**src/core/cis_pkg.sv**
```systemverilog
/*
 file: constants and types of the cpu interrupt sequencer.
 assumes: included before every core file; nothing is imported, names are package-qualified.
*/
`default_nettype none
package cis_pkg;
   // register byte addresses on the axi4-lite slave
   localparam logic [7:0] CIS_ENABLE_OFS = 8'h3a;    // master_irq_enable in bit 0, source enables 15:1
   localparam logic [7:0] CIS_LATCH_OFS = 8'h3c;     // request_latch, write 0 clears
   localparam logic [7:0] CIS_WDCTL_OFS = 8'h40;     // watchdog_control_reg
   localparam logic [7:0] CIS_STATUS_OFS = 8'h44;    // sequencer state, read only
   localparam logic [7:0] CIS_SP_OFS = 8'h48;        // stack pointer
   localparam logic [7:0] CIS_VECBASE_OFS = 8'h4c;   // vector table base
   localparam int CIS_MASTER_EN_BIT = 0;
   localparam int CIS_TRAP_RESET_BIT = 0;
   localparam logic [15:0] CIS_ENABLE_RST = 16'h0000;
   localparam logic [15:0] CIS_LATCH_RST = 16'h0000;
   localparam logic [7:0] CIS_SP_RST = 8'hff;
   localparam logic [15:0] CIS_VECBASE_RST = 16'hffe0;
   // acceptance length and worst-case latency in machine cycles
   localparam int CIS_ACCEPT_CYCLES = 8;
   localparam int CIS_LATENCY_MAX = 38;
   localparam logic [2:0] CIS_ACCEPT_LAST = 3'(CIS_ACCEPT_CYCLES - 1);
   localparam logic [7:0] CIS_SOFT_TRAP_OP = 8'hff;
   localparam logic [1:0] CIS_RESP_OKAY = 2'h0;
   localparam logic [1:0] CIS_RESP_SLVERR = 2'h2;
   // fixed source numbers; lower number wins among maskables
   localparam logic [3:0] CIS_SRC_SOFT = 4'h0;
   localparam logic [3:0] CIS_SRC_UNDEF = 4'h1;
   localparam logic [3:0] CIS_SRC_FTRAP = 4'h2;
   typedef enum logic [1:0] {
      CIS_IDLE = 2'b00,
      CIS_ACCEPT = 2'b01,
      CIS_RETURN = 2'b10
   } cis_state_t;
endpackage
`default_nettype wire

```
**src/core/cis_prio_pick.sv**
```systemverilog
/*
 file: fixed-priority picker over pending and enabled request latches, maskable and non-maskable.
 assumes: inputs are same-clock logic; combinational, no state.
*/
`default_nettype none
module cis_prio_pick #(
   parameter int NSRC = 16
) (
   input wire logic [NSRC-1:0] req,
   output logic any,
   output logic [3:0] idx
);
   always_comb begin
      any = 1'b0;
      idx = 4'h0;
      // scan high to low so the lowest index is left standing
      for (int i = NSRC - 1; i >= 0; i--) begin
         if (req[i]) begin
            any = 1'b1;
            idx = 4'(i);
         end
      end
   end
endmodule // cis_prio_pick
`default_nettype wire

```
**src/core/cis_sequencer.sv**
```systemverilog
/*
 file: interrupt acceptance and return sequencer with axi4-lite register slave.
 assumes: instruction sequencer pulses instr_last on the final cycle of each instruction and
 holds the accept handshake; stack and vector memories answer in the same cycle.
*/
`default_nettype none
// Functional notes
// RL1: a set request latch stays set until accepted, reset, or written zero.
// RL2: acceptance lasts exactly eight machine cycles after the instruction completes.
// RL3: maskable service ends with maskable return, non-maskable with non-maskable return.
// RL4: first acceptance step clears the master enable.
// RL5: only the accepted source's request latch is cleared.
// RL6: push status with master enable, pc high, pc low; stack pointer drops three.
// RL7: program counter loads the vector slot entry, then that instruction runs.
// RL8: enabled request reaches acceptance within thirty-eight clocks.
// RL9: master enable low blocks maskables, even higher priority ones.
// RL10: only pc and status with master enable are saved.
// RL11: both returns restore pc, status, master enable; stack pointer rises three.
// RL12: after acceptance pc low sits at sp+1, pc high at sp+2.
// RL13: requests sampled on each instruction's last cycle, also after returns.
// RL14: soft trap instruction starts soft trap service at once, top priority.
// RL15: opcode ff is the soft trap; missing single-chip fetches read ff.
// RL16: fetch from ram, data buffer or special register areas raises address trap.
// RL17: undefined opcode raises bad opcode trap, vectored like the soft trap.
// RL18: bad opcode trap taken at once, even inside non-maskable service.
// RL19: address trap taken at once, even inside non-maskable service.
// RL20: watchdog control bit picks reset output or address trap interrupt.
// RL21: unaltered non-maskable return after address trap re-enters trap area, trapping again.
// RL22: master enable low rejects maskables regardless of source enables.
// RL23: master enable is bit 0 of enable register, resets to zero.
// RL24: among pending enabled requests the fixed highest priority wins.
module cis_sequencer #(
   parameter int NSRC = 16,
   parameter logic [15:0] NMI_MASK = 16'h000f
) (
   input wire logic aclk,
   input wire logic aresetn,
   input wire logic [7:0] s_axi_awaddr,
   input wire logic s_axi_awvalid,
   output logic s_axi_awready,
   input wire logic [31:0] s_axi_wdata,
   input wire logic [3:0] s_axi_wstrb,
   input wire logic s_axi_wvalid,
   output logic s_axi_wready,
   output logic [1:0] s_axi_bresp,
   output logic s_axi_bvalid,
   input wire logic s_axi_bready,
   input wire logic [7:0] s_axi_araddr,
   input wire logic s_axi_arvalid,
   output logic s_axi_arready,
   output logic [31:0] s_axi_rdata,
   output logic [1:0] s_axi_rresp,
   output logic s_axi_rvalid,
   input wire logic s_axi_rready,
   input wire logic [NSRC-1:0] irq_set,
   input wire logic instr_last,
   input wire logic [7:0] opcode,
   input wire logic opcode_defined,
   input wire logic fetch_valid,
   input wire logic [15:0] fetch_addr,
   input wire logic fetch_exists,
   input wire logic [15:0] cur_pc,
   input wire logic [7:0] cur_status,
   input wire logic ret_maskable,
   input wire logic ret_nonmaskable,
   input wire logic [7:0] stack_rdata,
   input wire logic [7:0] vec_rdata,
   output logic accept_busy,
   output logic abort_instr,
   output logic stack_we,
   output logic [7:0] stack_addr,
   output logic [7:0] stack_wdata,
   output logic [15:0] vec_addr,
   output logic pc_load,
   output logic [15:0] pc_value,
   output logic status_load,
   output logic [7:0] status_value,
   output logic [7:0] fetch_data,
   output logic trap_reset_out,
   output logic [7:0] sp_out
);
   typedef struct packed {
      cis_pkg::cis_state_t st;
      logic [2:0] step;
      logic [3:0] src;
      logic master_irq_enable;
      logic [NSRC-1:0] source_irq_enable;
      logic [NSRC-1:0] request_latch;
      logic trap_reset_sel;
      logic [7:0] sp;
      logic [15:0] vec_base;
      logic nmi_active;
      logic [7:0] ret_status;
      logic [15:0] pc_tmp;
      logic aw_got, w_got;
      logic [7:0] aw_addr;
      logic [31:0] w_data;
      logic [3:0] w_strb;
      logic bvalid;
      logic [1:0] bresp;
      logic rvalid;
      logic [31:0] rdata;
      logic [1:0] rresp;
      logic busy, abort, swe, prog_counter_low, stl, trst;
      logic [7:0] saddr, swdata, stval, fdata;
      logic [15:0] vaddr, pcval;
   } cis_regs_t;

   cis_regs_t q_r, q_nxt;
   logic [NSRC-1:0] eligible;
   logic pick_any;
   logic [3:0] pick_idx;
   logic in_data_areas, trap_fetch, undef_now, swi_now;

   // ram below 0x0040..0x0f7f plus data buffer and special register space
   function automatic logic is_data_area(input logic [15:0] a);
      return a < 16'h1000;
   endfunction

   // nmi sources bypass the master enable; maskables need both enables
   assign eligible = q_r.request_latch & q_r.source_irq_enable &
                     ({NSRC{q_r.master_irq_enable}} | NMI_MASK); // RL9 RL22

   cis_prio_pick #(.NSRC(NSRC)) u_pick (
      .req(eligible),
      .any(pick_any),
      .idx(pick_idx)
   );

   assign in_data_areas = fetch_valid && is_data_area(fetch_addr); // RL16
   assign trap_fetch = in_data_areas;
   assign undef_now = fetch_valid && !opcode_defined && opcode != cis_pkg::CIS_SOFT_TRAP_OP; // RL17
   assign swi_now = instr_last && opcode == cis_pkg::CIS_SOFT_TRAP_OP; // RL15

   always_comb begin
      logic [31:0] rd;
      rd = 32'h0000_0000;
      q_nxt = q_r;
      q_nxt.prog_counter_low = 1'b0;
      q_nxt.stl = 1'b0;
      q_nxt.swe = 1'b0;
      q_nxt.abort = 1'b0;
      q_nxt.fdata = fetch_exists ? opcode : cis_pkg::CIS_SOFT_TRAP_OP; // RL15
      q_nxt.trst = q_r.trst | (trap_fetch & q_r.trap_reset_sel); // RL20

      // axi write: address and data in either order, response after both
      if (s_axi_awvalid && !q_r.aw_got) begin
         q_nxt.aw_got = 1'b1;
         q_nxt.aw_addr = s_axi_awaddr;
      end
      if (s_axi_wvalid && !q_r.w_got) begin
         q_nxt.w_got = 1'b1;
         q_nxt.w_data = s_axi_wdata;
         q_nxt.w_strb = s_axi_wstrb;
      end
      if (q_r.aw_got && q_r.w_got && !q_r.bvalid) begin
         q_nxt.aw_got = 1'b0;
         q_nxt.w_got = 1'b0;
         q_nxt.bvalid = 1'b1;
         q_nxt.bresp = cis_pkg::CIS_RESP_OKAY;
         case (q_r.aw_addr)
            cis_pkg::CIS_ENABLE_OFS: begin
               if (q_r.w_strb[0]) begin
                  q_nxt.master_irq_enable = q_r.w_data[cis_pkg::CIS_MASTER_EN_BIT]; // RL23
               end
               q_nxt.source_irq_enable = q_r.w_data[NSRC-1:0];
            end
            cis_pkg::CIS_LATCH_OFS: q_nxt.request_latch = q_r.request_latch & q_r.w_data[NSRC-1:0]; // RL1
            cis_pkg::CIS_WDCTL_OFS: q_nxt.trap_reset_sel = q_r.w_data[cis_pkg::CIS_TRAP_RESET_BIT];
            cis_pkg::CIS_SP_OFS: q_nxt.sp = q_r.w_data[7:0];
            cis_pkg::CIS_VECBASE_OFS: q_nxt.vec_base = q_r.w_data[15:0];
            default: q_nxt.bresp = cis_pkg::CIS_RESP_SLVERR;
         endcase
      end
      if (q_r.bvalid && s_axi_bready) begin
         q_nxt.bvalid = 1'b0;
      end

      // axi read
      if (s_axi_arvalid && !q_r.rvalid) begin
         q_nxt.rvalid = 1'b1;
         q_nxt.rresp = cis_pkg::CIS_RESP_OKAY;
         case (s_axi_araddr)
            cis_pkg::CIS_ENABLE_OFS: rd = 32'({q_r.source_irq_enable[NSRC-1:1], q_r.master_irq_enable});
            cis_pkg::CIS_LATCH_OFS: rd = 32'(q_r.request_latch);
            cis_pkg::CIS_WDCTL_OFS: rd = 32'(q_r.trap_reset_sel);
            cis_pkg::CIS_STATUS_OFS: rd = 32'({q_r.nmi_active, q_r.src, q_r.step, q_r.st});
            cis_pkg::CIS_SP_OFS: rd = 32'(q_r.sp);
            cis_pkg::CIS_VECBASE_OFS: rd = 32'(q_r.vec_base);
            default: q_nxt.rresp = cis_pkg::CIS_RESP_SLVERR;
         endcase
         q_nxt.rdata = rd;
      end else if (q_r.rvalid && s_axi_rready) begin
         q_nxt.rvalid = 1'b0;
      end

      // new requests set latches; set wins over a software clear
      q_nxt.request_latch = q_nxt.request_latch | irq_set; // RL1

      case (q_r.st)
         cis_pkg::CIS_IDLE: begin
            q_nxt.busy = 1'b0;
            if (trap_fetch && !q_r.trap_reset_sel) begin
               q_nxt.request_latch[cis_pkg::CIS_SRC_FTRAP] = 1'b1; // RL19 RL21
            end
            if (undef_now) begin
               q_nxt.request_latch[cis_pkg::CIS_SRC_UNDEF] = 1'b1; // RL18
            end
            if (swi_now) begin
               q_nxt.request_latch[cis_pkg::CIS_SRC_SOFT] = 1'b1; // RL14
            end
            if (ret_maskable || ret_nonmaskable) begin
               q_nxt.st = cis_pkg::CIS_RETURN; // RL3
               q_nxt.step = 3'h0;
               q_nxt.busy = 1'b1;
            end else if ((trap_fetch && !q_r.trap_reset_sel) || undef_now) begin
               // immediate traps break the current instruction
               q_nxt.abort = 1'b1; // RL18 RL19
               q_nxt.st = cis_pkg::CIS_ACCEPT;
               q_nxt.step = 3'h0;
               q_nxt.busy = 1'b1;
               q_nxt.src = undef_now ? cis_pkg::CIS_SRC_UNDEF : cis_pkg::CIS_SRC_FTRAP;
            end else if (swi_now || (instr_last && pick_any)) begin
               q_nxt.st = cis_pkg::CIS_ACCEPT; // RL13 RL8
               q_nxt.step = 3'h0;
               q_nxt.busy = 1'b1;
               q_nxt.src = swi_now ? cis_pkg::CIS_SRC_SOFT : pick_idx; // RL14 RL24
            end
         end
         cis_pkg::CIS_ACCEPT: begin
            q_nxt.step = q_r.step + 3'h1;
            case (q_r.step)
               3'h0: begin
                  q_nxt.ret_status = {cur_status[7:1], q_r.master_irq_enable};
                  q_nxt.master_irq_enable = 1'b0; // RL4
                  // a fresh request in the clearing cycle stays pending
                  q_nxt.request_latch[q_r.src] = irq_set[q_r.src]; // RL5 RL1
                  q_nxt.pc_tmp = cur_pc;
               end
               3'h1: begin
                  // only status with master enable and pc go to the stack
                  q_nxt.swe = 1'b1; // RL6 RL10
                  q_nxt.saddr = q_r.sp;
                  q_nxt.swdata = q_r.ret_status;
               end
               3'h2: begin
                  q_nxt.swe = 1'b1; // RL6 RL12
                  q_nxt.saddr = q_r.sp - 8'h01;
                  q_nxt.swdata = q_r.pc_tmp[15:8];
               end
               3'h3: begin
                  q_nxt.swe = 1'b1; // RL6 RL12
                  q_nxt.saddr = q_r.sp - 8'h02;
                  q_nxt.swdata = q_r.pc_tmp[7:0];
                  q_nxt.sp = q_r.sp - 8'h03;
               end
               3'h4: q_nxt.vaddr = q_r.vec_base + {11'h000, q_r.src, 1'b0}; // RL7
               3'h5: begin
                  q_nxt.pc_tmp[7:0] = vec_rdata;
                  q_nxt.vaddr = q_r.vaddr + 16'h0001;
               end
               3'h6: q_nxt.pc_tmp[15:8] = vec_rdata;
               default: begin
                  q_nxt.prog_counter_low = 1'b1; // RL2 RL7
                  q_nxt.pcval = q_r.pc_tmp;
                  q_nxt.nmi_active = NMI_MASK[q_r.src];
                  q_nxt.busy = 1'b0;
                  q_nxt.st = cis_pkg::CIS_IDLE;
               end
            endcase
         end
         cis_pkg::CIS_RETURN: begin
            q_nxt.step = q_r.step + 3'h1;
            case (q_r.step)
               3'h0: q_nxt.saddr = q_r.sp + 8'h01;
               3'h1: begin
                  q_nxt.pc_tmp[7:0] = stack_rdata;
                  q_nxt.saddr = q_r.sp + 8'h02;
               end
               3'h2: begin
                  q_nxt.pc_tmp[15:8] = stack_rdata;
                  q_nxt.saddr = q_r.sp + 8'h03;
               end
               default: begin
                  q_nxt.stval = stack_rdata; // RL11
                  q_nxt.stl = 1'b1;
                  q_nxt.master_irq_enable = stack_rdata[cis_pkg::CIS_MASTER_EN_BIT];
                  q_nxt.prog_counter_low = 1'b1;
                  q_nxt.pcval = q_r.pc_tmp; // RL21
                  q_nxt.sp = q_r.sp + 8'h03;
                  q_nxt.nmi_active = 1'b0;
                  q_nxt.busy = 1'b0;
                  q_nxt.st = cis_pkg::CIS_IDLE;
               end
            endcase
         end
         default: q_nxt.st = cis_pkg::CIS_IDLE;
      endcase
   end

   always_ff @(posedge aclk) begin
      if (!aresetn) begin
         q_r <= '0;
         q_r.source_irq_enable <= cis_pkg::CIS_ENABLE_RST;
         q_r.request_latch <= cis_pkg::CIS_LATCH_RST;
         q_r.master_irq_enable <= 1'b0; // RL23
         q_r.sp <= cis_pkg::CIS_SP_RST;
         q_r.vec_base <= cis_pkg::CIS_VECBASE_RST;
         q_r.st <= cis_pkg::CIS_IDLE;
      end else begin
         q_r <= q_nxt;
      end
   end

   assign s_axi_awready = !q_r.aw_got;
   assign s_axi_wready = !q_r.w_got;
   assign s_axi_bvalid = q_r.bvalid;
   assign s_axi_bresp = q_r.bresp;
   assign s_axi_arready = !q_r.rvalid;
   assign s_axi_rvalid = q_r.rvalid;
   assign s_axi_rdata = q_r.rdata;
   assign s_axi_rresp = q_r.rresp;
   assign accept_busy = q_r.busy;
   assign abort_instr = q_r.abort;
   assign stack_we = q_r.swe;
   assign stack_addr = q_r.saddr;
   assign stack_wdata = q_r.swdata;
   assign vec_addr = q_r.vaddr;
   assign pc_load = q_r.prog_counter_low;
   assign pc_value = q_r.pcval;
   assign status_load = q_r.stl;
   assign status_value = q_r.stval;
   assign fetch_data = q_r.fdata;
   assign trap_reset_out = q_r.trst;
   assign sp_out = q_r.sp;

   // accept lasts exactly eight cycles
   accept_len_a: assert property (@(posedge aclk) disable iff (!aresetn)
      $rose(q_r.st == cis_pkg::CIS_ACCEPT) |-> (q_r.st == cis_pkg::CIS_ACCEPT) [*8] ##1 q_r.prog_counter_low)
      else $error("acceptance not eight cycles"); // RL2
   mie_clear_a: assert property (@(posedge aclk) disable iff (!aresetn)
      q_r.st == cis_pkg::CIS_ACCEPT && q_r.step == 3'h1 |-> !q_r.master_irq_enable)
      else $error("master enable not cleared"); // RL4
   sp_drop_a: assert property (@(posedge aclk) disable iff (!aresetn)
      q_r.st == cis_pkg::CIS_ACCEPT && q_r.step == 3'h0 |-> ##4 q_r.sp == $past(q_r.sp, 4) - 8'h03)
      else $error("stack pointer not down three"); // RL6
   sp_rise_a: assert property (@(posedge aclk) disable iff (!aresetn)
      $rose(q_r.st == cis_pkg::CIS_RETURN) |-> ##4 q_r.sp == $past(q_r.sp, 4) + 8'h03)
      else $error("stack pointer not up three"); // RL11
   mask_block_a: assert property (@(posedge aclk) disable iff (!aresetn)
      q_r.st == cis_pkg::CIS_IDLE && q_nxt.st == cis_pkg::CIS_ACCEPT && !q_r.master_irq_enable
      |-> NMI_MASK[q_nxt.src])
      else $error("maskable taken while disabled"); // RL9
   latch_hold_a: assert property (@(posedge aclk) disable iff (!aresetn)
      irq_set[5] |=> q_r.request_latch[5])
      else $error("request latch lost"); // RL1
   undef_go_a: assert property (@(posedge aclk) disable iff (!aresetn)
      q_r.st == cis_pkg::CIS_IDLE && undef_now && !ret_maskable && !ret_nonmaskable
      |=> q_r.st == cis_pkg::CIS_ACCEPT && q_r.abort)
      else $error("undefined opcode not taken"); // RL18
   trap_sel_a: assert property (@(posedge aclk) disable iff (!aresetn)
      trap_fetch && q_r.trap_reset_sel |=> trap_reset_out)
      else $error("trap reset not raised"); // RL20
   miss_ff_a: assert property (@(posedge aclk) disable iff (!aresetn)
      !fetch_exists |=> fetch_data == cis_pkg::CIS_SOFT_TRAP_OP)
      else $error("missing fetch not ff"); // RL15
   accept_cv: cover property (@(posedge aclk) disable iff (!aresetn) q_r.prog_counter_low && q_r.st == cis_pkg::CIS_IDLE);
   return_cv: cover property (@(posedge aclk) disable iff (!aresetn) q_r.stl);
   trap_cv: cover property (@(posedge aclk) disable iff (!aresetn) q_r.abort);
endmodule // cis_sequencer
`default_nettype wire

```
**config.mk**
```make
export PLATFORM = sky130hd
export DESIGN_NAME = cis_sequencer
export DESIGN_NICKNAME = d
export VERILOG_FILES = /design/src/core/cis_pkg.sv /design/src/core/cis_prio_pick.sv /design/src/core/cis_sequencer.sv
export SDC_FILE = /design/constraint.sdc
export NUM_CORES = 1
export LEC_CHECK = 0
export BUFFER_PORTS_ARGS = -buffer_cell sky130_fd_sc_hd__buf_2
export CORE_AREA = 2 2 151 153
export CTS_CLUSTER_SIZE = 14
export DETAILED_ROUTE_END_ITERATION = 8
export DIE_AREA = 0 0 153 155
export PLACE_DENSITY = 0.79
export SLEW_MARGIN = 20
export SYNTH_ARGS = -nofsm -noshare
export SYNTH_HDL_FRONTEND = slang
export SYNTH_HIERARCHICAL = 1
export SYNTH_SLANG_ARGS = --single-unit
```
**constraint.sdc**
```tcl
create_clock -name aclk -period 3.5 [get_ports aclk]
set_input_delay 0.7 -clock aclk [delete_from_list [all_inputs] [get_ports aclk]]
set_output_delay 0.7 -clock aclk [all_outputs]
set_load 0.02 [all_outputs]
```
# Yosys cells after proc, flatten, opt, wreduce, memory -nomap -nowiden
# Memory sizes are Yosys's and may differ from the RTL's. A register that Yosys moved wholly into a read port is not among the register bits.
# Cells that the tools add are included.
dict set report totals {
  mem_bits_ro 16
  output_inout_bits 119
  register_bits 227
  mem_count 1
  wordCells 245
  inputBits 145
}
# name depth word_bits read_ports rd_clocked_by_memory_dff wr line_no
set mem_list {}
lappend mem_list {{(no name shown)} 16 1 1 1 0 cis_sequencer.sv:266} ;# q_nxt.nmi_active = NMI_MASK[q_r.src];
dict set report op_classes {
  addsub 9
  muxes 99
  bitwise 10
  eq_ne 30
  order_cmp 3
  n_reduce_logical 58
}
# cell n
set ops {}
lappend ops {{$pmux 16 s2} 3}
lappend ops {{$pmux 16 s6} 1}
lappend ops {{$mux 16} 5}
lappend ops {{$mux 4} 19}
lappend ops {{$pmux 8 s2} 4}
lappend ops {{$mux 58} 1}
lappend ops {{$eq 8x7->1 const B} 7}
lappend ops {{$and 16x16->16} 3}
lappend ops {{$mux 8} 6}
lappend ops {{$pmux 16 s3} 1}
lappend ops {{$mux 1} 37}
lappend ops {{$eq 8x6->1 const B} 4}
lappend ops {{$pmux 8 s3} 1}
lappend ops {{$reduce_and 3->1} 7}
lappend ops {{$reduce_and 2->1} 10}
lappend ops {{$mux 9} 2}
lappend ops {{$mux 17} 1}
lappend ops {{$add 16x1->16 const B} 1}
lappend ops {{$add 16x5->16} 1}
lappend ops {{$add 8x2->8 const B} 2}
lappend ops {{$bwmux 16} 1}
lappend ops {{$lt 16x13->1 const B} 1}
lappend ops {{$or 16x16->16} 1}
lappend ops {{$sub 8x2->8 const B} 2}
lappend ops {{other kinds (41)} 88}

# Logic depth before layout (Yosys ltp)
dict set report depth {
  ltp_word 24
  mapped_depth 10
  mapped_depth_nobuf 8
}

# Cells and area by module
# The synthesis kept the hierarchy.
# module area_per_inst_um2 cells_each n_inst
set modules_own_cells {}
lappend modules_own_cells {cis_sequencer 11793.8 1473 1}
lappend modules_own_cells {cis_prio_pick 178.9 33 1}

# Worst setup path after synthesis
# Ideal clock, no wire load.
dict set report synth_path {
  path_type {register -> register}
  startpoint {reg q_r[236] in the netlist's numbering}
  endpoint {reg with a tool-made name}
  path_stages_with_launch 10
  synth_period_minus_slack_ns 2.479
  setup_time_ns 0.123
  path_slack_ns 1.021
  t_required_ns 3.377
  arrival_time_ns 2.355
  n_path_buf 1
  cell_sequence {dfxtp_1 > clkbuf_1 > and3_1 > nor4_2 > and3_1 > nand4_1 > a21o_1 > a211oi_2 > nand2b_1 > mux2_1}
}
# item line_no
set synth_rtl {}
lappend synth_rtl {{start: declaration} cis_sequencer.sv:109} ;# cis_regs_t q_r, q_nxt;
lappend synth_rtl {{start signal: assignment} cis_sequencer.sv:311} ;# q_r <= q_nxt;

# Worst setup path after layout
dict set report layout_path {
  startpoint {reg q_r[242] in the netlist's numbering}
  endpoint {reg q_r, in the netlist pc_value[4]}
}
dict set report layout_between {
  elab_chain_cells 4
}
# item line_no
set layout_rtl {}
lappend layout_rtl {{$eq 3x1->1 (tied with other cells)} {cis_sequencer.sv:232, cis_sequencer.sv:274}}
lappend layout_rtl {{$reduce_or 7->1 (no source line) or $reduce_or 3->1 (tied branches)} -}
lappend layout_rtl {{$ne 2x2->1 (no source line)} -}
lappend layout_rtl {{$reduce_and 3->1 (no source line) (*)} -}
# Every way passes the cells marked *; elsewhere a longest branch is shown, timed or not.
# A chain may end at the register's enable or synchronous reset.

==> flow_summary.yaml <==
detailed_routing:
  final_antenna_net_count: 0
  wl_um: 35030
  vias: 11410
  drtIter0Drc: 1083
  wl_per_cell_um: 18.42
  drc: 0
  via_per_inst: 6.000
  drt_pass1_iterations: 5
timing:
  worst_slew_pin_slew_ps: 967.9
  timing_hold_violations_final: 0
  slew_violations: 0
  worst_slack_ps: 626.2
  max_freq_ghz: 0.3480
  min_period_over_period: 0.8211
  fin_skew_ps: 9.496
  setup_viol: 0
  fin_setup_tns_ps: 0
  max_slew_margin: 0.3548
  fin_crit_ps: 2874
  rsz0062_at_grt: "false"
global_route:
  antenna_found_initial: 0
  grt_pass1_vias: 10500
  grt_overflow_total: 0
  grt_max_degree: 74
  track_usage: 0.2801
  grt_pass1_wl_um: 55120
floorplanning:
  die_area_mm2: 0.02372
  die_width_um: 153
  die_h_um: 155
  io_pins: 264
  rows: 55
  initial_utilization: 0.5386
  coreArea_mm2: 0.02223
clocking:
  clock-sinks: 210
  path_clk_slew_ps: 60
  cts_resized: 0
  cts_root_buf: "clkbuf_16"
  cts_setup_buffers: 0
  h-tree-depth: 1
  cts_tree: "built"
  clk_latency_ps: 520
  cts_buffer_depth: 3
  cts_made_buffers: 24
  cts-hold-fix-buffers: 0
yosys:
  yosys.cell_types.count: 94
  ys.flop_type: "dfxtp_1"
  synthArstFlopShare: 0
  synth-edff-count: 0
  syn_inst: 1506
  yosysSeqAreaShare: 0.3511
  syn_avg_cell_area_um2: 7.950
  syn_area_mm2: 0.01197
  ys_seq_elements: 210
  yosysWarnings: 6
critical_path:
  path_cells: "ha_1, ha_1, nand4b_1, o21ai_1, nand2_1, buf_4, mux2i_1, nor2_1"
  critPathTopFamily: "adder cells"
  r2r_slack_ps: 630
  endpoint_kind: "register"
  worstSetupStartpointType: "register"
  critPathMaxFanout: 24
  worstPathRequired_ps: 3870
  crit_cells: 8
  timing.rr.end: "pc_value[4]"
  critical-path-slowest-cell: "ha_1"
  worstPathArrival_ps: 3240
  worst_path_most_repeated_cell: "ha_1"
  reg2regPathDepth: 8
  critPathKind: "reg2reg"
  timing.rr.start: "q_r[242]"
  slowest_delay_ps: 790
  worst-path-buf-inv: 1
layout:
  final_nets: 1763
  syn_to_final_growth_pct: 11.74
  drive_gt1_frac: 0.1964
  nFillCells: 2018
  final_core_util: 0.6019
  multiInputGateArea_mm2: 0.006455
  final_area_mm2: 0.01338
  regArea_mm2: 0.004204
flow_run:
  cap_violations: 0
power:
  power.leakage_nw: 5.595
  powerDensity_mw_per_mm2: 598.9
  finalPower_mw: 8.011
  irDropWorstVdd_uv: 406.8
place:
  hpwlAfterDp_um: 25320
  portBuffers: 213
  preCtsSetupSlack_ps: 753.0
  placed_area_mm2: 0.01248
  gp_congestion: 0.9502
worst_hold_path:
  hold_end: "s_axi_rvalid"
  holdCritPathClass: "in2reg"
  hp-start: "s_axi_rready"
  whs_path_depth: 2
status:
  outcome: "completed"
[final cells by class]
type	count	share of cell area
well taps	285	0.02666
repair buffers	248	0.09933
inverters	37	0.01057
clock inverters	12	0.01590
clock buffers	32	0.05022
diodes	3	0.0005612
flip-flops and latches	210	0.3143
multi-input cells	1075	0.4825
[state kept, by name, indices dropped and copies added, names as in the netlist, named ones only]
name,cells
s_axi_rresp,1
accept_busy,1
q_r,111
pc_value,16
stack_wdata,8
s_axi_bresp,1
sp_out,8
status_load,1
s_axi_rvalid,1
s_axi_bvalid,1
s_axi_rdata,16
vec_addr,16
stack_addr,8
stack_we,1
status_value,8
fetch_data,8
pc_load,1
abort_instr,1
trap_reset_out,1
[cell usage after synthesis, types with 15 or more instances]
cell type  instances  area, um^2
nor2b_1           17       106.4
nor3_1            30       150.1
and2_1            15       93.84
a22o_1            21       183.9
dfxtp_1          210        4204
a221oi_1          32       280.3
inv_1             36       135.1
mux2i_1           54       540.5
a21oi_1          146       730.7
buf_4            111       833.3
o21ai_0           52       260.3
nand3_1           41       205.2
and3_1            25       156.4
o21ai_1           27       135.1
clkbuf_1          73       274.0
nand2_1          232       870.8
nor2_1           113       424.2
ha_1              21       262.8
[worst max-delay path by stage]
| stage | start | endpoint | slack [ps] |
|---|---|---|---|
| global route | q_r[242] | stack_addr[4] | 450 |
| finish | q_r[242] | pc_value[4] | 630 |
| floorplan | q_r[236] | register | 1020 |
| CTS | q_r[242] | pc_value[4] | 720 |
| detailed placement | s_axi_araddr[4] | s_axi_rdata[5] | 750 |
| global placement | q_r[242] | stack_addr[7] | 780 |
[cell families after synthesis]
group | after synthesis | share of synthesized area
adder cells (fa/ha/maj) | 22 | 0.02362
XOR/XNOR | 18 | 0.01317
AND/OR/NAND/NOR | 548 | 0.2177
AO/OA/AOI/OAI | 409 | 0.2228
other | 1 | 0.0003132
multiplexers | 60 | 0.05549
buffers and inverters | 238 | 0.1158
flip-flops | 210 | 0.3511
[per-stage QoR]
| step | hold WS (ps) | std cells |
|---|---|---|
| 6_report | 355.5 | 1902 |
| 5_1_grt | 378.6 | 1899 |
| 4_1_cts | 350.6 | 1899 |
| 3_5_place_dp | 446.1 | 1855 |
| 3_3_place_gp | 434.4 | 1855 |
| 2_1_floorplan | 427.3 | 1523 |
[routing by layer]
metal / vias to the layer above / global-route usage / share of wire
met5: - / 0 / 0
met4: 0 / 0.08642 / 0.024
met3: 80 / 0.05905 / 0.089
met2: 571 / 0.4504 / 0.46
met1: 5313 / 0.3800 / 0.43
li1: 5448 / - / -
[layout by cell type, fill, tap and decap left out, types with 25 or more instances in the layout]
| cell | synthesis | layout |
|---|---|---|
| a21oi_1 | 146 | 146 |
| a221oi_1 | 32 | 32 |
| and3_1 | 25 | 25 |
| buf_2 | 4 | 213 |
| buf_4 | 111 | 35 |
| clkbuf_16 | 0 | 25 |
| dfxtp_1 | 210 | 210 |
| inv_1 | 36 | 35 |
| mux2i_1 | 54 | 54 |
| nand2_1 | 232 | 232 |
| nand3_1 | 41 | 41 |
| nor2_1 | 113 | 113 |
| nor3_1 | 30 | 30 |
| o21ai_0 | 52 | 52 |
| o21ai_1 | 27 | 27 |
[where the power goes]
group	switching, mW	total (mW)	internal, mW
Combinational	1.36	2.21	0.855
Sequential	0.344	2.98	2.64
Clock	1.03	2.81	1.79
Note: power is estimated with default switching activity, not from simulation.
